[config.mk]
export PLATFORM = sky130hd
export DESIGN_NAME = conv_zone_opts
export DESIGN_NICKNAME = d
export VERILOG_FILES = /design/src/design/conv_zone_pkg.sv /design/src/design/conv_zone_opts.sv
export SDC_FILE = /design/constraint.sdc
export NUM_CORES = 1
export LEC_CHECK = 0
export ABC_CLOCK_PERIOD_IN_PS = 2100
export BUFFER_PORTS_ARGS = -buffer_cell sky130_fd_sc_hd__buf_2
export CAP_MARGIN = 20
export CORE_MARGIN = 2
export CORE_UTILIZATION = 30
export DETAILED_ROUTE_END_ITERATION = 10
export PLACE_DENSITY_LB_ADDON = 0.08
export SLEW_MARGIN = 10
export SYNTH_ARGS = -nofsm -noshare
export SYNTH_HDL_FRONTEND = slang
export SYNTH_SLANG_ARGS = --single-unit
export TNS_END_PERCENT = 1
[constraint.sdc]
create_clock -name CLK_SYS -period 2.1 [get_ports CLK_SYS]
set_input_delay 0.21 -clock CLK_SYS [delete_from_list [all_inputs] [get_ports CLK_SYS]]
set_output_delay 0.21 -clock CLK_SYS [all_outputs]
set_load 0.03 [all_outputs]
[src/design/conv_zone_pkg.sv]
// Constants, register map and state types for the conveyor zone options
package conv_zone_pkg;
   // ------------------------------------------------------------
   // Zone count and timing
   // ------------------------------------------------------------
   localparam int ZONES = 2;
   localparam int CLK_MHZ = 25;
   localparam int JAM_TIME_US = 5000;
   localparam int CLEAR_TIME_US = 2000;
   localparam int JAM_CYC_DEF = JAM_TIME_US * CLK_MHZ;
   localparam int CLEAR_CYC_DEF = CLEAR_TIME_US * CLK_MHZ;
   localparam logic [1:0] MAX_ATTEMPTS = 2'h3;
   localparam logic [1:0] START_LOAD = 2'h2;
   localparam logic [1:0] START_DONE = 2'h3;

   // ------------------------------------------------------------
   // Register byte offsets
   // ------------------------------------------------------------
   localparam logic [7:0] ADR_OPT_DN = 8'h00;
   localparam logic [7:0] ADR_OPT_UP = 8'h04;
   localparam logic [7:0] ADR_STATUS = 8'h08;
   localparam logic [7:0] ADR_IRQ_STAT = 8'h0c;
   localparam logic [7:0] ADR_IRQ_MASK = 8'h10;

   // ------------------------------------------------------------
   // Option flag positions, one word per zone
   // ------------------------------------------------------------
   localparam int OPT_SKIP_ARR = 0;
   localparam int OPT_SKIP_SEN = 1;
   localparam int OPT_NO_AUTO = 2;
   localparam int OPT_NO_ARR_TO = 3;
   localparam int OPT_NO_MANUAL = 4;
   localparam int OPT_RNG_CTRL = 5;
   localparam int OPT_RNG_TERM = 6;
   localparam int OPT_DEF_TRAIN = 7;
   localparam int OPT_ACCUM = 8;
   localparam int OPT_W = 9;

   // ------------------------------------------------------------
   // Status word layout, one byte per zone
   // ------------------------------------------------------------
   localparam int ST_STRIDE = 8;
   localparam int ST_ARR_JAM = 0;
   localparam int ST_SEN_JAM = 1;
   localparam int ST_TRAIN = 2;
   localparam int ST_ACC = 3;
   localparam int ST_ATT = 4;
   localparam int ST_RNG_OUT = 16;

   // ------------------------------------------------------------
   // Interrupt events, four per zone
   // ------------------------------------------------------------
   localparam int EV_ARR = 0;
   localparam int EV_SEN = 1;
   localparam int EV_EXH = 2;
   localparam int EV_SRCH = 3;
   localparam int EV_W = 4;

   // ------------------------------------------------------------
   // Synchroniser vector groups, each ZONES wide except the one-bit range input
   // ------------------------------------------------------------
   localparam int IN_DEP = 0;
   localparam int IN_ARR = 1;
   localparam int IN_SJAM = 2;
   localparam int IN_ACC = 3;
   localparam int IN_PIN3 = 4;
   localparam int IN_REM = 5;
   localparam int IN_CLR = 6;
   localparam int IN_RNG = 14;
   localparam int IN_NVM = 15;
   localparam int SYNC_W = 17;

   // ------------------------------------------------------------
   // One-hot state types
   // ------------------------------------------------------------
   typedef enum logic [2:0] {
      AR_IDLE = 3'h1,
      AR_WAIT = 3'h2,
      AR_JAM = 3'h4
   } arr_type;

   typedef enum logic [2:0] {
      SJ_IDLE = 3'h1,
      SJ_WAIT = 3'h2,
      SJ_HOLD = 3'h4
   } sj_type;
endpackage

[src/design/conv_zone_opts.sv]
// Per-zone jam handling, accumulate and release range options
//
// The implementer's own choices: the register offsets and the Wishbone register port.
`timescale 1ns/1ps

// Overview of operation
// - Separate option flags for upstream and downstream zone
// - Skip flag clears jam without auto-clear delay
// - Skip flag keeps jam detection active
// - Sensor jam gets up to three clear attempts
// - Disable flag: no attempts, hold until cleared
// - External clear request attempts sensor jam clear
// - Discharge waits jam time, else arrival jam
// - Arrival timeout disabled: never an arrival jam
// - Timeout disabled: admit upstream once carton left
// - Accumulate on external request or pin 3
// - Removed accumulated carton makes downstream zone search
// - Manual disable flag stops that search run
// - Range bounded by control and termination flags
// - Control zone pin 3 switches range mode
// - Energized pin inverts the default release mode
// - Accumulate setting restored from non-volatile store
// - Pin released: range returns to default mode
module conv_zone_opts #(
   parameter int JAM_CYC = conv_zone_pkg::JAM_CYC_DEF,
   parameter int CLEAR_CYC = conv_zone_pkg::CLEAR_CYC_DEF
) (
   input wire logic CLK_SYS,
   input wire logic RST_N,
   input wire logic WB_CYC_I,
   input wire logic WB_STB_I,
   input wire logic WB_WE_I,
   input wire logic [7:0] WB_ADR_I,
   input wire logic [31:0] WB_DAT_I,
   input wire logic [3:0] WB_SEL_I,
   output logic WB_ACK_O,
   output logic [31:0] WB_DAT_O,
   input wire logic [1:0] DEPART,
   input wire logic [1:0] ARRIVE,
   input wire logic [1:0] SENSOR_JAM,
   input wire logic [1:0] ACC_REQ,
   input wire logic [1:0] PIN3,
   input wire logic [1:0] REMOVED,
   input wire logic [1:0] CLEAR_REQ,
   input wire logic RANGE_IN,
   input wire logic [1:0] NVM_ACCUM,
   output logic [1:0] ARR_JAM,
   output logic [1:0] SEN_JAM,
   output logic [1:0] CLEAR_RUN,
   output logic [1:0] ADMIT,
   output logic [1:0] SEARCH,
   output logic [1:0] TRAIN_MODE,
   output logic [1:0] ACCUMULATED,
   output logic RANGE_OUT,
   output logic NVM_SAVE,
   output logic [1:0] NVM_DATA,
   output logic IRQ
);
   // ------------------------------------------------------------
   // Widths and state
   // ------------------------------------------------------------
   localparam int ZN = conv_zone_pkg::ZONES;
   localparam int MAXC = (JAM_CYC > CLEAR_CYC) ? JAM_CYC : CLEAR_CYC;
   localparam int CNT_W = $clog2(MAXC + 1);
   localparam int IRQ_W = ZN * conv_zone_pkg::EV_W;
   localparam logic [CNT_W-1:0] JAM_LOAD = CNT_W'(JAM_CYC - 1);
   localparam logic [CNT_W-1:0] CLR_LOAD = CNT_W'(CLEAR_CYC - 1);
   localparam logic [CNT_W-1:0] CNT_ZERO = '0;

   typedef struct packed {
      logic [conv_zone_pkg::SYNC_W-1:0] sync1;
      logic [conv_zone_pkg::SYNC_W-1:0] sync2;
      logic [conv_zone_pkg::SYNC_W-1:0] sync3;
      logic [1:0] start_cnt;
      logic [ZN-1:0][conv_zone_pkg::OPT_W-1:0] opt;
      logic [IRQ_W-1:0] ist;
      logic [IRQ_W-1:0] imask;
      conv_zone_pkg::arr_type [ZN-1:0] ar;
      conv_zone_pkg::sj_type [ZN-1:0] sj;
      logic [ZN-1:0][CNT_W-1:0] ar_cnt;
      logic [ZN-1:0][CNT_W-1:0] sj_cnt;
      logic [ZN-1:0][1:0] att;
      logic [ZN-1:0] arr_jam;
      logic [ZN-1:0] sen_jam;
      logic [ZN-1:0] clr_run;
      logic [ZN-1:0] admit;
      logic [ZN-1:0] search;
      logic [ZN-1:0] train;
      logic [ZN-1:0] acc;
      logic range_out;
      logic nvm_save;
      logic irq;
      logic ack;
      logic [31:0] dat;
   } st_type;

   st_type r;
   st_type n;

   // Byte lane merge for register writes
   function automatic logic [31:0] lane_merge(input logic [31:0] old_v,
      input logic [31:0] new_v, input logic [3:0] sel);
      logic [31:0] res;
      res = old_v;
      for (int b = 0; b < 4; b++) begin
         if (sel[b]) begin
            res[b*8 +: 8] = new_v[b*8 +: 8];
         end
      end
      return res;
   endfunction

   // ------------------------------------------------------------
   // Next state
   // ------------------------------------------------------------
   always_comb begin
      logic act;
      logic pass;
      logic acc_in;
      logic access;
      logic [31:0] merged;
      logic [IRQ_W-1:0] ev;
      logic [ZN-1:0] dep_e;
      logic [ZN-1:0] arr_s;
      logic [ZN-1:0] sj_s;
      logic [ZN-1:0] rem_e;
      logic [ZN-1:0] clr_e;
      logic [ZN-1:0] pin_s;
      logic [ZN-1:0] accq_s;
      logic [conv_zone_pkg::OPT_W-1:0] o;
      n = r;
      act = 1'b0;
      pass = r.sync2[conv_zone_pkg::IN_RNG];
      acc_in = 1'b0;
      merged = 32'h0000_0000;
      ev = '0;
      dep_e = '0;
      arr_s = '0;
      sj_s = '0;
      rem_e = '0;
      clr_e = '0;
      pin_s = '0;
      accq_s = '0;
      o = '0;
      access = WB_CYC_I & WB_STB_I & ~r.ack;
      // Two-stage synchronisers, third stage for edges
      n.sync1 = {NVM_ACCUM, RANGE_IN, CLEAR_REQ, REMOVED, PIN3, ACC_REQ,
         SENSOR_JAM, ARRIVE, DEPART};
      n.sync2 = r.sync1;
      n.sync3 = r.sync2;
      n.clr_run = '0;
      n.admit = '0;
      n.search = '0;
      n.nvm_save = 1'b0;
      for (int i = 0; i < ZN; i++) begin
         dep_e[i] = r.sync2[conv_zone_pkg::IN_DEP*ZN + i] &
            ~r.sync3[conv_zone_pkg::IN_DEP*ZN + i];
         rem_e[i] = r.sync2[conv_zone_pkg::IN_REM*ZN + i] &
            ~r.sync3[conv_zone_pkg::IN_REM*ZN + i];
         clr_e[i] = r.sync2[conv_zone_pkg::IN_CLR*ZN + i] &
            ~r.sync3[conv_zone_pkg::IN_CLR*ZN + i];
         arr_s[i] = r.sync2[conv_zone_pkg::IN_ARR*ZN + i];
         sj_s[i] = r.sync2[conv_zone_pkg::IN_SJAM*ZN + i];
         pin_s[i] = r.sync2[conv_zone_pkg::IN_PIN3*ZN + i];
         accq_s[i] = r.sync2[conv_zone_pkg::IN_ACC*ZN + i];
      end

      // Per-zone logic, downstream zone first so the range chain flows up
      for (int i = 0; i < ZN; i++) begin
         o = r.opt[i];
         // Arrival wait after a discharge
         case (r.ar[i])
            conv_zone_pkg::AR_IDLE: begin
               if (dep_e[i]) begin
                  if (o[conv_zone_pkg::OPT_NO_ARR_TO]) begin
                     n.admit[i] = 1'b1;
                  end else begin
                     n.ar[i] = conv_zone_pkg::AR_WAIT;
                     n.ar_cnt[i] = JAM_LOAD;
                  end
               end
            end
            conv_zone_pkg::AR_WAIT: begin
               if (arr_s[i] || o[conv_zone_pkg::OPT_NO_ARR_TO]) begin
                  n.ar[i] = conv_zone_pkg::AR_IDLE;
                  n.admit[i] = 1'b1;
               end else if (r.ar_cnt[i] == CNT_ZERO) begin
                  n.ar[i] = conv_zone_pkg::AR_JAM;
                  n.arr_jam[i] = 1'b1;
                  ev[i*conv_zone_pkg::EV_W + conv_zone_pkg::EV_ARR] = 1'b1;
                  n.ar_cnt[i] = o[conv_zone_pkg::OPT_SKIP_ARR] ?
                     CNT_ZERO : CLR_LOAD;
               end else begin
                  n.ar_cnt[i] = r.ar_cnt[i] - 1'b1;
               end
            end
            conv_zone_pkg::AR_JAM: begin
               if (arr_s[i] || r.ar_cnt[i] == CNT_ZERO) begin
                  n.ar[i] = conv_zone_pkg::AR_IDLE;
                  n.arr_jam[i] = 1'b0;
                  n.admit[i] = 1'b1;
               end else begin
                  n.ar_cnt[i] = r.ar_cnt[i] - 1'b1;
               end
            end
            default: begin
               n.ar[i] = conv_zone_pkg::AR_IDLE;
               n.arr_jam[i] = 1'b0;
            end
         endcase

         // Sensor jam clearing attempts
         case (r.sj[i])
            conv_zone_pkg::SJ_IDLE: begin
               if (sj_s[i]) begin
                  n.sen_jam[i] = 1'b1;
                  n.att[i] = 2'h0;
                  ev[i*conv_zone_pkg::EV_W + conv_zone_pkg::EV_SEN] = 1'b1;
                  n.sj[i] = o[conv_zone_pkg::OPT_NO_AUTO] ?
                     conv_zone_pkg::SJ_HOLD : conv_zone_pkg::SJ_WAIT;
                  n.sj_cnt[i] = o[conv_zone_pkg::OPT_SKIP_SEN] ?
                     CNT_ZERO : CLR_LOAD;
               end
            end
            conv_zone_pkg::SJ_WAIT: begin
               if (clr_e[i] || r.sj_cnt[i] == CNT_ZERO) begin
                  n.clr_run[i] = 1'b1;
                  if (!sj_s[i]) begin
                     n.sj[i] = conv_zone_pkg::SJ_IDLE;
                     n.sen_jam[i] = 1'b0;
                  end else if (!clr_e[i]) begin
                     n.att[i] = r.att[i] + 1'b1;
                     n.sj_cnt[i] = o[conv_zone_pkg::OPT_SKIP_SEN] ?
                        CNT_ZERO : CLR_LOAD;
                     if (r.att[i] + 1'b1 == conv_zone_pkg::MAX_ATTEMPTS) begin
                        n.sj[i] = conv_zone_pkg::SJ_HOLD;
                        ev[i*conv_zone_pkg::EV_W + conv_zone_pkg::EV_EXH] =
                           1'b1;
                     end
                  end
               end else begin
                  n.sj_cnt[i] = r.sj_cnt[i] - 1'b1;
               end
            end
            conv_zone_pkg::SJ_HOLD: begin
               // Only a cleared sensor ends the hold; a clear request makes one attempt
               if (clr_e[i]) begin
                  n.clr_run[i] = 1'b1;
               end
               if (!sj_s[i]) begin
                  n.sj[i] = conv_zone_pkg::SJ_IDLE;
                  n.sen_jam[i] = 1'b0;
               end
            end
            default: begin
               n.sj[i] = conv_zone_pkg::SJ_IDLE;
               n.sen_jam[i] = 1'b0;
            end
         endcase

         // Lost carton search after a manual removal upstream
         if (rem_e[i] && !o[conv_zone_pkg::OPT_NO_MANUAL]) begin
            n.search[i] = 1'b1;
            ev[i*conv_zone_pkg::EV_W + conv_zone_pkg::EV_SRCH] = 1'b1;
         end

         // Release range chain from control zone to termination zone
         act = o[conv_zone_pkg::OPT_RNG_CTRL] ? pin_s[i] : pass;
         pass = act & ~o[conv_zone_pkg::OPT_RNG_TERM];
         n.train[i] = o[conv_zone_pkg::OPT_DEF_TRAIN] ^ act;

         // Accumulate from request, pin 3 or stored setting
         acc_in = accq_s[i] | (pin_s[i] & ~o[conv_zone_pkg::OPT_RNG_CTRL]);
         n.acc[i] = acc_in | o[conv_zone_pkg::OPT_ACCUM];
      end
      n.range_out = pass;

      // Restore accumulate settings once the strap is synchronised
      if (r.start_cnt != conv_zone_pkg::START_DONE) begin
         n.start_cnt = r.start_cnt + 1'b1;
      end
      if (r.start_cnt == conv_zone_pkg::START_LOAD) begin
         for (int i = 0; i < ZN; i++) begin
            n.opt[i][conv_zone_pkg::OPT_ACCUM] =
               r.sync2[conv_zone_pkg::IN_NVM + i];
         end
      end

      // Wishbone classic slave, answer one cycle after the request
      n.ack = access;
      n.dat = 32'h0000_0000;
      if (access) begin
         case (WB_ADR_I)
            conv_zone_pkg::ADR_OPT_DN,
            conv_zone_pkg::ADR_OPT_UP: begin
               for (int i = 0; i < ZN; i++) begin
                  if (WB_ADR_I[2] == i[0]) begin
                     n.dat[conv_zone_pkg::OPT_W-1:0] = r.opt[i];
                     if (WB_WE_I) begin
                        merged = lane_merge(32'(r.opt[i]), WB_DAT_I,
                           WB_SEL_I);
                        n.opt[i] = merged[conv_zone_pkg::OPT_W-1:0];
                        if (merged[conv_zone_pkg::OPT_ACCUM] !=
                           r.opt[i][conv_zone_pkg::OPT_ACCUM]) begin
                           n.nvm_save = 1'b1;
                        end
                     end
                  end
               end
            end
            conv_zone_pkg::ADR_STATUS: begin
               for (int i = 0; i < ZN; i++) begin
                  n.dat[i*conv_zone_pkg::ST_STRIDE +
                     conv_zone_pkg::ST_ARR_JAM] = r.arr_jam[i];
                  n.dat[i*conv_zone_pkg::ST_STRIDE +
                     conv_zone_pkg::ST_SEN_JAM] = r.sen_jam[i];
                  n.dat[i*conv_zone_pkg::ST_STRIDE +
                     conv_zone_pkg::ST_TRAIN] = r.train[i];
                  n.dat[i*conv_zone_pkg::ST_STRIDE +
                     conv_zone_pkg::ST_ACC] = r.acc[i];
                  n.dat[i*conv_zone_pkg::ST_STRIDE +
                     conv_zone_pkg::ST_ATT +: 2] = r.att[i];
               end
               n.dat[conv_zone_pkg::ST_RNG_OUT] = r.range_out;
            end
            conv_zone_pkg::ADR_IRQ_STAT: begin
               n.dat[IRQ_W-1:0] = r.ist;
               if (WB_WE_I && WB_SEL_I[0]) begin
                  n.ist = r.ist & ~WB_DAT_I[IRQ_W-1:0];
               end
            end
            conv_zone_pkg::ADR_IRQ_MASK: begin
               n.dat[IRQ_W-1:0] = r.imask;
               if (WB_WE_I && WB_SEL_I[0]) begin
                  n.imask = WB_DAT_I[IRQ_W-1:0];
               end
            end
            default: begin
               n.dat = 32'h0000_0000;
            end
         endcase
      end

      // Sticky events win over a same-cycle clear
      n.ist = n.ist | ev;
      n.irq = |(n.ist & n.imask);
   end

   // ------------------------------------------------------------
   // State register
   // ------------------------------------------------------------
   always_ff @(posedge CLK_SYS or negedge RST_N) begin
      if (!RST_N) begin
         r <= '0;
         for (int i = 0; i < ZN; i++) begin
            r.ar[i] <= conv_zone_pkg::AR_IDLE;
            r.sj[i] <= conv_zone_pkg::SJ_IDLE;
         end
      end else begin
         r <= n;
      end
   end

   // Outputs straight from the state register
   assign WB_ACK_O = r.ack;
   assign WB_DAT_O = r.dat;
   assign ARR_JAM = r.arr_jam;
   assign SEN_JAM = r.sen_jam;
   assign CLEAR_RUN = r.clr_run;
   assign ADMIT = r.admit;
   assign SEARCH = r.search;
   assign TRAIN_MODE = r.train;
   assign ACCUMULATED = r.acc;
   assign RANGE_OUT = r.range_out;
   assign NVM_SAVE = r.nvm_save;
   assign IRQ = r.irq;
   for (genvar g = 0; g < ZN; g++) begin : g_nvm
      assign NVM_DATA[g] = r.opt[g][conv_zone_pkg::OPT_ACCUM];
   end

   // ------------------------------------------------------------
   // Checks per zone, then interrupt level and single-cycle ack
   // ------------------------------------------------------------
   for (genvar g = 0; g < ZN; g++) begin : g_chk
      a_skip_arr_clear: assert property (
         @(posedge CLK_SYS) disable iff (!RST_N)
         $rose(ARR_JAM[g]) && r.opt[g][conv_zone_pkg::OPT_SKIP_ARR]
         |=> !ARR_JAM[g])
         else $error("Arrival jam not cleared at once with skip set");

      a_no_arr_jam: assert property (
         @(posedge CLK_SYS) disable iff (!RST_N)
         $past(r.opt[g][conv_zone_pkg::OPT_NO_ARR_TO]) |-> !$rose(ARR_JAM[g]))
         else $error("Arrival jam raised with timeout disabled");

      a_admit_early: assert property (
         @(posedge CLK_SYS) disable iff (!RST_N)
         r.ar[g] == conv_zone_pkg::AR_IDLE &&
         r.sync2[conv_zone_pkg::IN_DEP*ZN + g] &&
         !r.sync3[conv_zone_pkg::IN_DEP*ZN + g] &&
         r.opt[g][conv_zone_pkg::OPT_NO_ARR_TO] |=> ADMIT[g])
         else $error("Upstream not admitted after departure");

      a_skip_sen_try: assert property (
         @(posedge CLK_SYS) disable iff (!RST_N)
         $rose(SEN_JAM[g]) && r.sj[g] == conv_zone_pkg::SJ_WAIT &&
         r.opt[g][conv_zone_pkg::OPT_SKIP_SEN] |=> CLEAR_RUN[g])
         else $error("No immediate clear attempt with skip set");

      a_hold_quiet: assert property (
         @(posedge CLK_SYS) disable iff (!RST_N)
         r.sj[g] == conv_zone_pkg::SJ_HOLD &&
         !(r.sync2[conv_zone_pkg::IN_CLR*ZN + g] &&
         !r.sync3[conv_zone_pkg::IN_CLR*ZN + g]) |=> !CLEAR_RUN[g])
         else $error("Clear attempt made while holding jam");

      a_hold_jammed: assert property (
         @(posedge CLK_SYS) disable iff (!RST_N)
         r.sj[g] == conv_zone_pkg::SJ_HOLD &&
         r.sync2[conv_zone_pkg::IN_SJAM*ZN + g] |=> SEN_JAM[g])
         else $error("Sensor jam released while sensor blocked");

      a_attempt_cap: assert property (
         @(posedge CLK_SYS) disable iff (!RST_N)
         r.sj[g] == conv_zone_pkg::SJ_WAIT |->
         r.att[g] < conv_zone_pkg::MAX_ATTEMPTS)
         else $error("Too many clear attempts");

      a_search_gate: assert property (
         @(posedge CLK_SYS) disable iff (!RST_N)
         r.opt[g][conv_zone_pkg::OPT_NO_MANUAL] |=> !SEARCH[g])
         else $error("Search run with manual operation disabled");

      a_ctrl_train: assert property (
         @(posedge CLK_SYS) disable iff (!RST_N)
         r.opt[g][conv_zone_pkg::OPT_RNG_CTRL] &&
         $stable(r.opt[g]) |=> TRAIN_MODE[g] ==
         ($past(r.opt[g][conv_zone_pkg::OPT_DEF_TRAIN]) ^
         $past(r.sync2[conv_zone_pkg::IN_PIN3*ZN + g])))
         else $error("Control zone release mode wrong");
   end

   a_irq_level: assert property (
      @(posedge CLK_SYS) disable iff (!RST_N)
      IRQ == |(r.ist & r.imask))
      else $error("Interrupt level mismatch");

   a_ack_single: assert property (
      @(posedge CLK_SYS) disable iff (!RST_N)
      WB_ACK_O |=> !WB_ACK_O)
      else $error("Ack held longer than one cycle");
endmodule

# Word level (Yosys, flattened, before mapping)
# Cells that the tools add are included.
# totals
ff_bits,218
latchBits,0
ramBits,0
romBits,0
input_bits,66
output_inout_bits,52
word_cells,328
mem_count,0
# classes
addsub,7
multipliers,0
div,0
order_cmp,0
eq_ne,54
shifts,0
n_mux,159
bitwise,36
n_reduce_logical,38
# ops
cell,n
two-way mux 17 bit,19
case mux 17 bit (3 select lines),2
two-way mux 3 bit,24
two-way mux 1 bit,69
logical NOT 17 bit,4
case mux 17 bit (2 select lines),2
subtractor 17 x 1 -> 17 bit (second input constant),4
two-way mux 16 bit,4
two-way mux 8 bit,6
!= test 2 bit (second input constant),23
two-way mux 9 bit,5
AND reduction 5 bit,8
case mux 3 bit (3 select lines),4
two-way mux 34 bit,1
!= test 3 bit (second input constant),10
case mux 6 bit (4 select lines),1
AND reduction 4 bit,6
two-way mux 18 bit,1
case mux 1 bit (3 select lines),6
bitwise AND 8 bit,2
== test 8 x 4 -> 1 bit (second input constant),2
two-way mux 2 bit,8
NOT 1 bit,14
bitwise AND 1 bit,12
other kinds (25),57

# Logic depth before layout (Yosys ltp)
# logic_depth
depth_word,14
ltp_mapped,10
ltp_nobuf,9

# Worst setup path after synthesis
# No wires, ideal clock.
# synth_path
kind,register to register
from,"register r, in the netlist WB_ACK_O"
to,"register r, in the netlist IRQ"
setup_time_ps,131
arrival_ps,2213
t_required_ps,1969
slack_ps,-244
stages_incl_launch_ff,7
n_path_buf,0
period_less_slack_ps,2344
cell_sequence,dfrtp_1 -> nand3b_1 -> nor4_4 -> mux2_4 -> a21boi_2 -> a2111oi_2 -> nand2_1
# synth_lines
item,line,text
"start, declared",conv_zone_opts.sv:97,st_type r;
"start signal, assigned",conv_zone_opts.sv:360,r <= n;

# Worst setup path in the final report
# layout_path
from,register r[72] (netlist bit)
to,register r[86] (netlist bit)
# layout_between
elab_chain_len,4
word_cells_on_any_way,8
cone_classes,1 x add/sub; 2 x eq/ne; 2 x mux; 3 x reduce/logical
# layout_lines
item
branches (longest 4 deep; another with subtractor 17 x 1 -> 17 bit)
# Parallel ways; which one is timed is not known.
# A chain may end at the register's enable or synchronous reset.

==> impl_metrics.ini <==
[status]
status = complete, but fails checks
violations = negative setup slack

[drt]
routed.top_layer = met4
wl_met1_mm = 12.96
firstDrtPassIters = 5
wl_met3_um = 704
ant_nets = 0
drt_iter0_markers = 453
vias = 7922
avgRoutedWirePerCell_um = 16.82
drt-vias-per-instance = 4.893
met2WireLength_mm = 13.29
wirelength_mm = 27.23
drc = 0

[die]
die_y_um = 183.6
initial_utilization_pct = 30.59
dieArea_um2 = 33710
ioPinCount = 118
core_area_um2 = 31640
rows = 65
die_w_um = 183.6

[cts]
clk_pin_slew_ns = 0.08
cts_root_buf = clkbuf_16
cts_made_buffers = 17
clk_latency_ns = 0.45
cts_tree = yes
clkSinkCount = 193
htreeDepth = 4
clk_path_buf_depth = 2

[worst_setup_path]
critPathKind = reg -> reg
worstPathMaxFanout = 4
critical_path_arrival_ns = 2.49
worstRegToRegCells = 6
critPathLaunchType = flip-flop
cp-end-kind = flip-flop
ff2ff_setup_slack_ns = -0.05
timing.rr.start = r[72]
worstPathRequired_ns = 2.44
r2r-end = r[86]

[run]
cap_violations = 0

[finish]
final_common_cell = dfrtp_1
fin_area_um2 = 12700
drive_gt1_share_pct = 30.89
nets = 1280
multi_input_area_um2 = 4651
ff_latch_area_um2 = 4835
layout_common_cells = 189 x dfrtp_1, 164 x buf_4, 86 x nor2_1, 74 x buf_2
syn2layout_area_growth_pct = 31.25
n_fill_cell = 3133

[pwr]
leakage_nw = 5.782
power_density_nw_per_um2 = 869.4
ir_drop_mv = 0.5790

[logic_synthesis]
async_flop_share_pct = 100.0
synth-adder-area-share_pct = 1.552
synth_edf_count = 0
synth_compound_area_share_pct = 16.64
synth_top_family_by_area = simple AND/OR/NAND/NOR gates
ys_seq_area_share_pct = 49.96
syn_area_um2 = 9677
ys_warn_count = 0
yosys.area_share.simple_pct = 20.08
post_synth_num_cell_types = 85
synth_mux_area_share_pct = 4.357
syn-instance-count = 973
synth-seq-cells = 193
avgSynthCellArea_um2 = 9.945
synth-xor-area-share_pct = 1.086
synth_ff_type = dfrtp_1

[sta]
max_slew_margin_pct = 61.21
tightestPinTransition_ns = 0.5807
finalSetupViolations = 4
timing.fmax_mhz = 464.2
period_minus_slack_ns = 2.154
finalHoldViolCount = 0
rsz0062_at_grt = true
fin_skew_ns = 0.01013
timing.final.crit_share_pct = 102.6
layout_setup_ws_ns = -0.05440
drv_slew = 0

[worst_hold_path]
hp-start = WB_DAT_I[7]
hold-path-endpoint = r[166]
holdPathStages = 2
hold_class = in -> reg

[global_route]
antenna_found_initial = 3
grt.overflow.total = 0
grt_max_degree = 63
grt_pass1_vias = 8058
grt_first_pass_wirelength_mm = 44.06
gr-usage-all-layers_pct = 16.79

[place]
gp_congestion = 0.7981
place_ws_ns = -0.3035
io_buffer_count = 75
placed_area_um2 = 11560
place_hpwl_mm = 19.99
-- report_power, final --
group | switching [mW] | leakage (nW) | internal, mW | total (mW)
combinational | 1.81 | 3.14 | 1.68 | 3.49
clock | 1.52 | 0.253 | 1.55 | 3.07
sequential | 0.349 | 2.39 | 4.14 | 4.48
-- worst max path at each step --
stage                startpoint     to  slack [ns]  cells past startpoint
finish                    r[72]  r[86]       -0.05                      6
global route           WB_ACK_O    IRQ       -0.15                      8
CTS                       r[71]  r[86]       -0.07                      6
detailed placement  WB_ADR_I[3]    IRQ       -0.30                      8
global placement    WB_ADR_I[3]    IRQ       -0.30                      8
floorplan           WB_ADR_I[3]    IRQ       -0.23                      6
-- cells in the mapped netlist, types with 4 or more instances --
| library cell | instances | area share (%) |
|---|---|---|
| nor4b_1 | 8 | 0.72 |
| o22ai_1 | 6 | 0.39 |
| o21ai_1 | 11 | 0.57 |
| dfstp_2 | 4 | 1.1 |
| a21boi_1 | 4 | 0.31 |
| or4_1 | 7 | 0.54 |
| or3_1 | 5 | 0.32 |
| nand3_1 | 17 | 0.88 |
| a22oi_1 | 4 | 0.31 |
| o22a_1 | 11 | 1.0 |
| o21a_1 | 5 | 0.39 |
| ha_1 | 12 | 1.6 |
| and3_1 | 14 | 0.91 |
| o41ai_1 | 4 | 0.36 |
| nand2b_1 | 20 | 1.3 |
| nor2_1 | 90 | 3.5 |
| mux2i_1 | 14 | 1.4 |
| nor4_1 | 14 | 0.91 |
| nand4_1 | 9 | 0.58 |
| and2_1 | 10 | 0.65 |
| mux2_1 | 16 | 1.9 |
| a31oi_1 | 9 | 0.58 |
| a21o_1 | 5 | 0.39 |
| inv_1 | 29 | 1.1 |
| xnor2_1 | 4 | 0.36 |
| dfrtp_1 | 189 | 49 |
| a222oi_1 | 4 | 0.41 |
| a22o_1 | 7 | 0.63 |
| nor2b_1 | 17 | 1.1 |
| clkbuf_1 | 22 | 0.85 |
| buf_4 | 48 | 3.7 |
| xor2_1 | 8 | 0.72 |
| nor3b_1 | 12 | 0.93 |
| o31ai_1 | 12 | 0.93 |
| a21oi_1 | 50 | 2.6 |
| o2bb2ai_1 | 5 | 0.45 |
| nand2_1 | 64 | 2.5 |
| nand4b_1 | 4 | 0.36 |
| mux2_2 | 5 | 0.58 |
| a211o_1 | 8 | 0.72 |
| a2bb2oi_1 | 4 | 0.36 |
| o21ai_0 | 82 | 4.2 |
| buf_2 | 9 | 0.47 |
| nor3_1 | 37 | 1.9 |
-- kinds of logic (layout without fill, tap and decap cells) --
family,after synthesis,count (layout)
xor+xnor,12,12
flops,193,193
mux,38,38
fa+ha+maj,12,12
compound gates,250,250
other cells,1,20
buf+inv,111,335
simple gates,356,357
-- metal layers --
layer | GRT usage (%) | vias to the layer above
met5 | 0 | -
met4 | 4.320 | 0
met3 | 3.189 | 20
met2 | 28.39 | 96
met1 | 22.07 | 3888
li1 | - | 3918
-- state kept, by name, indices dropped and copies added, names as in the netlist --
name and count:
SEARCH 2, IRQ 1, r 124, n 34
RANGE_OUT 1, NVM_SAVE 1, ACCUMULATED 2, TRAIN_MODE 2
SEN_JAM 2, CLEAR_RUN 2, ADMIT 2, WB_DAT_O 15
NVM_DATA 2, ARR_JAM 2, WB_ACK_O 1
-- timing repair --
item	4_1_cts	5_1_grt
cloned	1	0
hold endpoints to repair	57	0
pin swaps	4	11
hold buffers	18	0
gates resized for setup	23	77
setup buffers	3	2
endpoints found under the setup margin	57	80
-- cell type report --
type	count	area share (%)
Tap cell	402	3.960
Clock inverter	11	0.6699
Timing Repair Buffer	273	16.18
Sequential cell	193	38.07
Multi-Input combinational cell	686	36.62
Clock buffer	20	3.517
Antenna cell	3	0.05911
Inverter	31	0.9359
-- metrics by stage --
step	total power, mW	std cells	hold slack, ns	setup TNS [ns]	utilization [%]
after global placement	7.781	1561	0.1908	-3.031	36.54
final	11.04	1619	0.03654	-0.1349	40.15
after detailed placement	7.768	1561	0.1890	-4.249	36.54
after floorplan	6.311	989	-0.08559	-0.6187	-
after global routing	11.75	1617	0.02749	-2.072	40.13
after CTS	11.04	1614	0.01539	-0.2714	39.21
-- worst max-delay path: stages, from the launching register on --
cell and delay (ns):
dfrtp_1 0.38, or4_4 0.55, or4b_4 0.53, nand3b_4 0.20, nor4_4 0.16, a21oi_1 0.10, a2bb2oi_1 0.13
No activity file was read; power rests on OpenSTA's default activity.
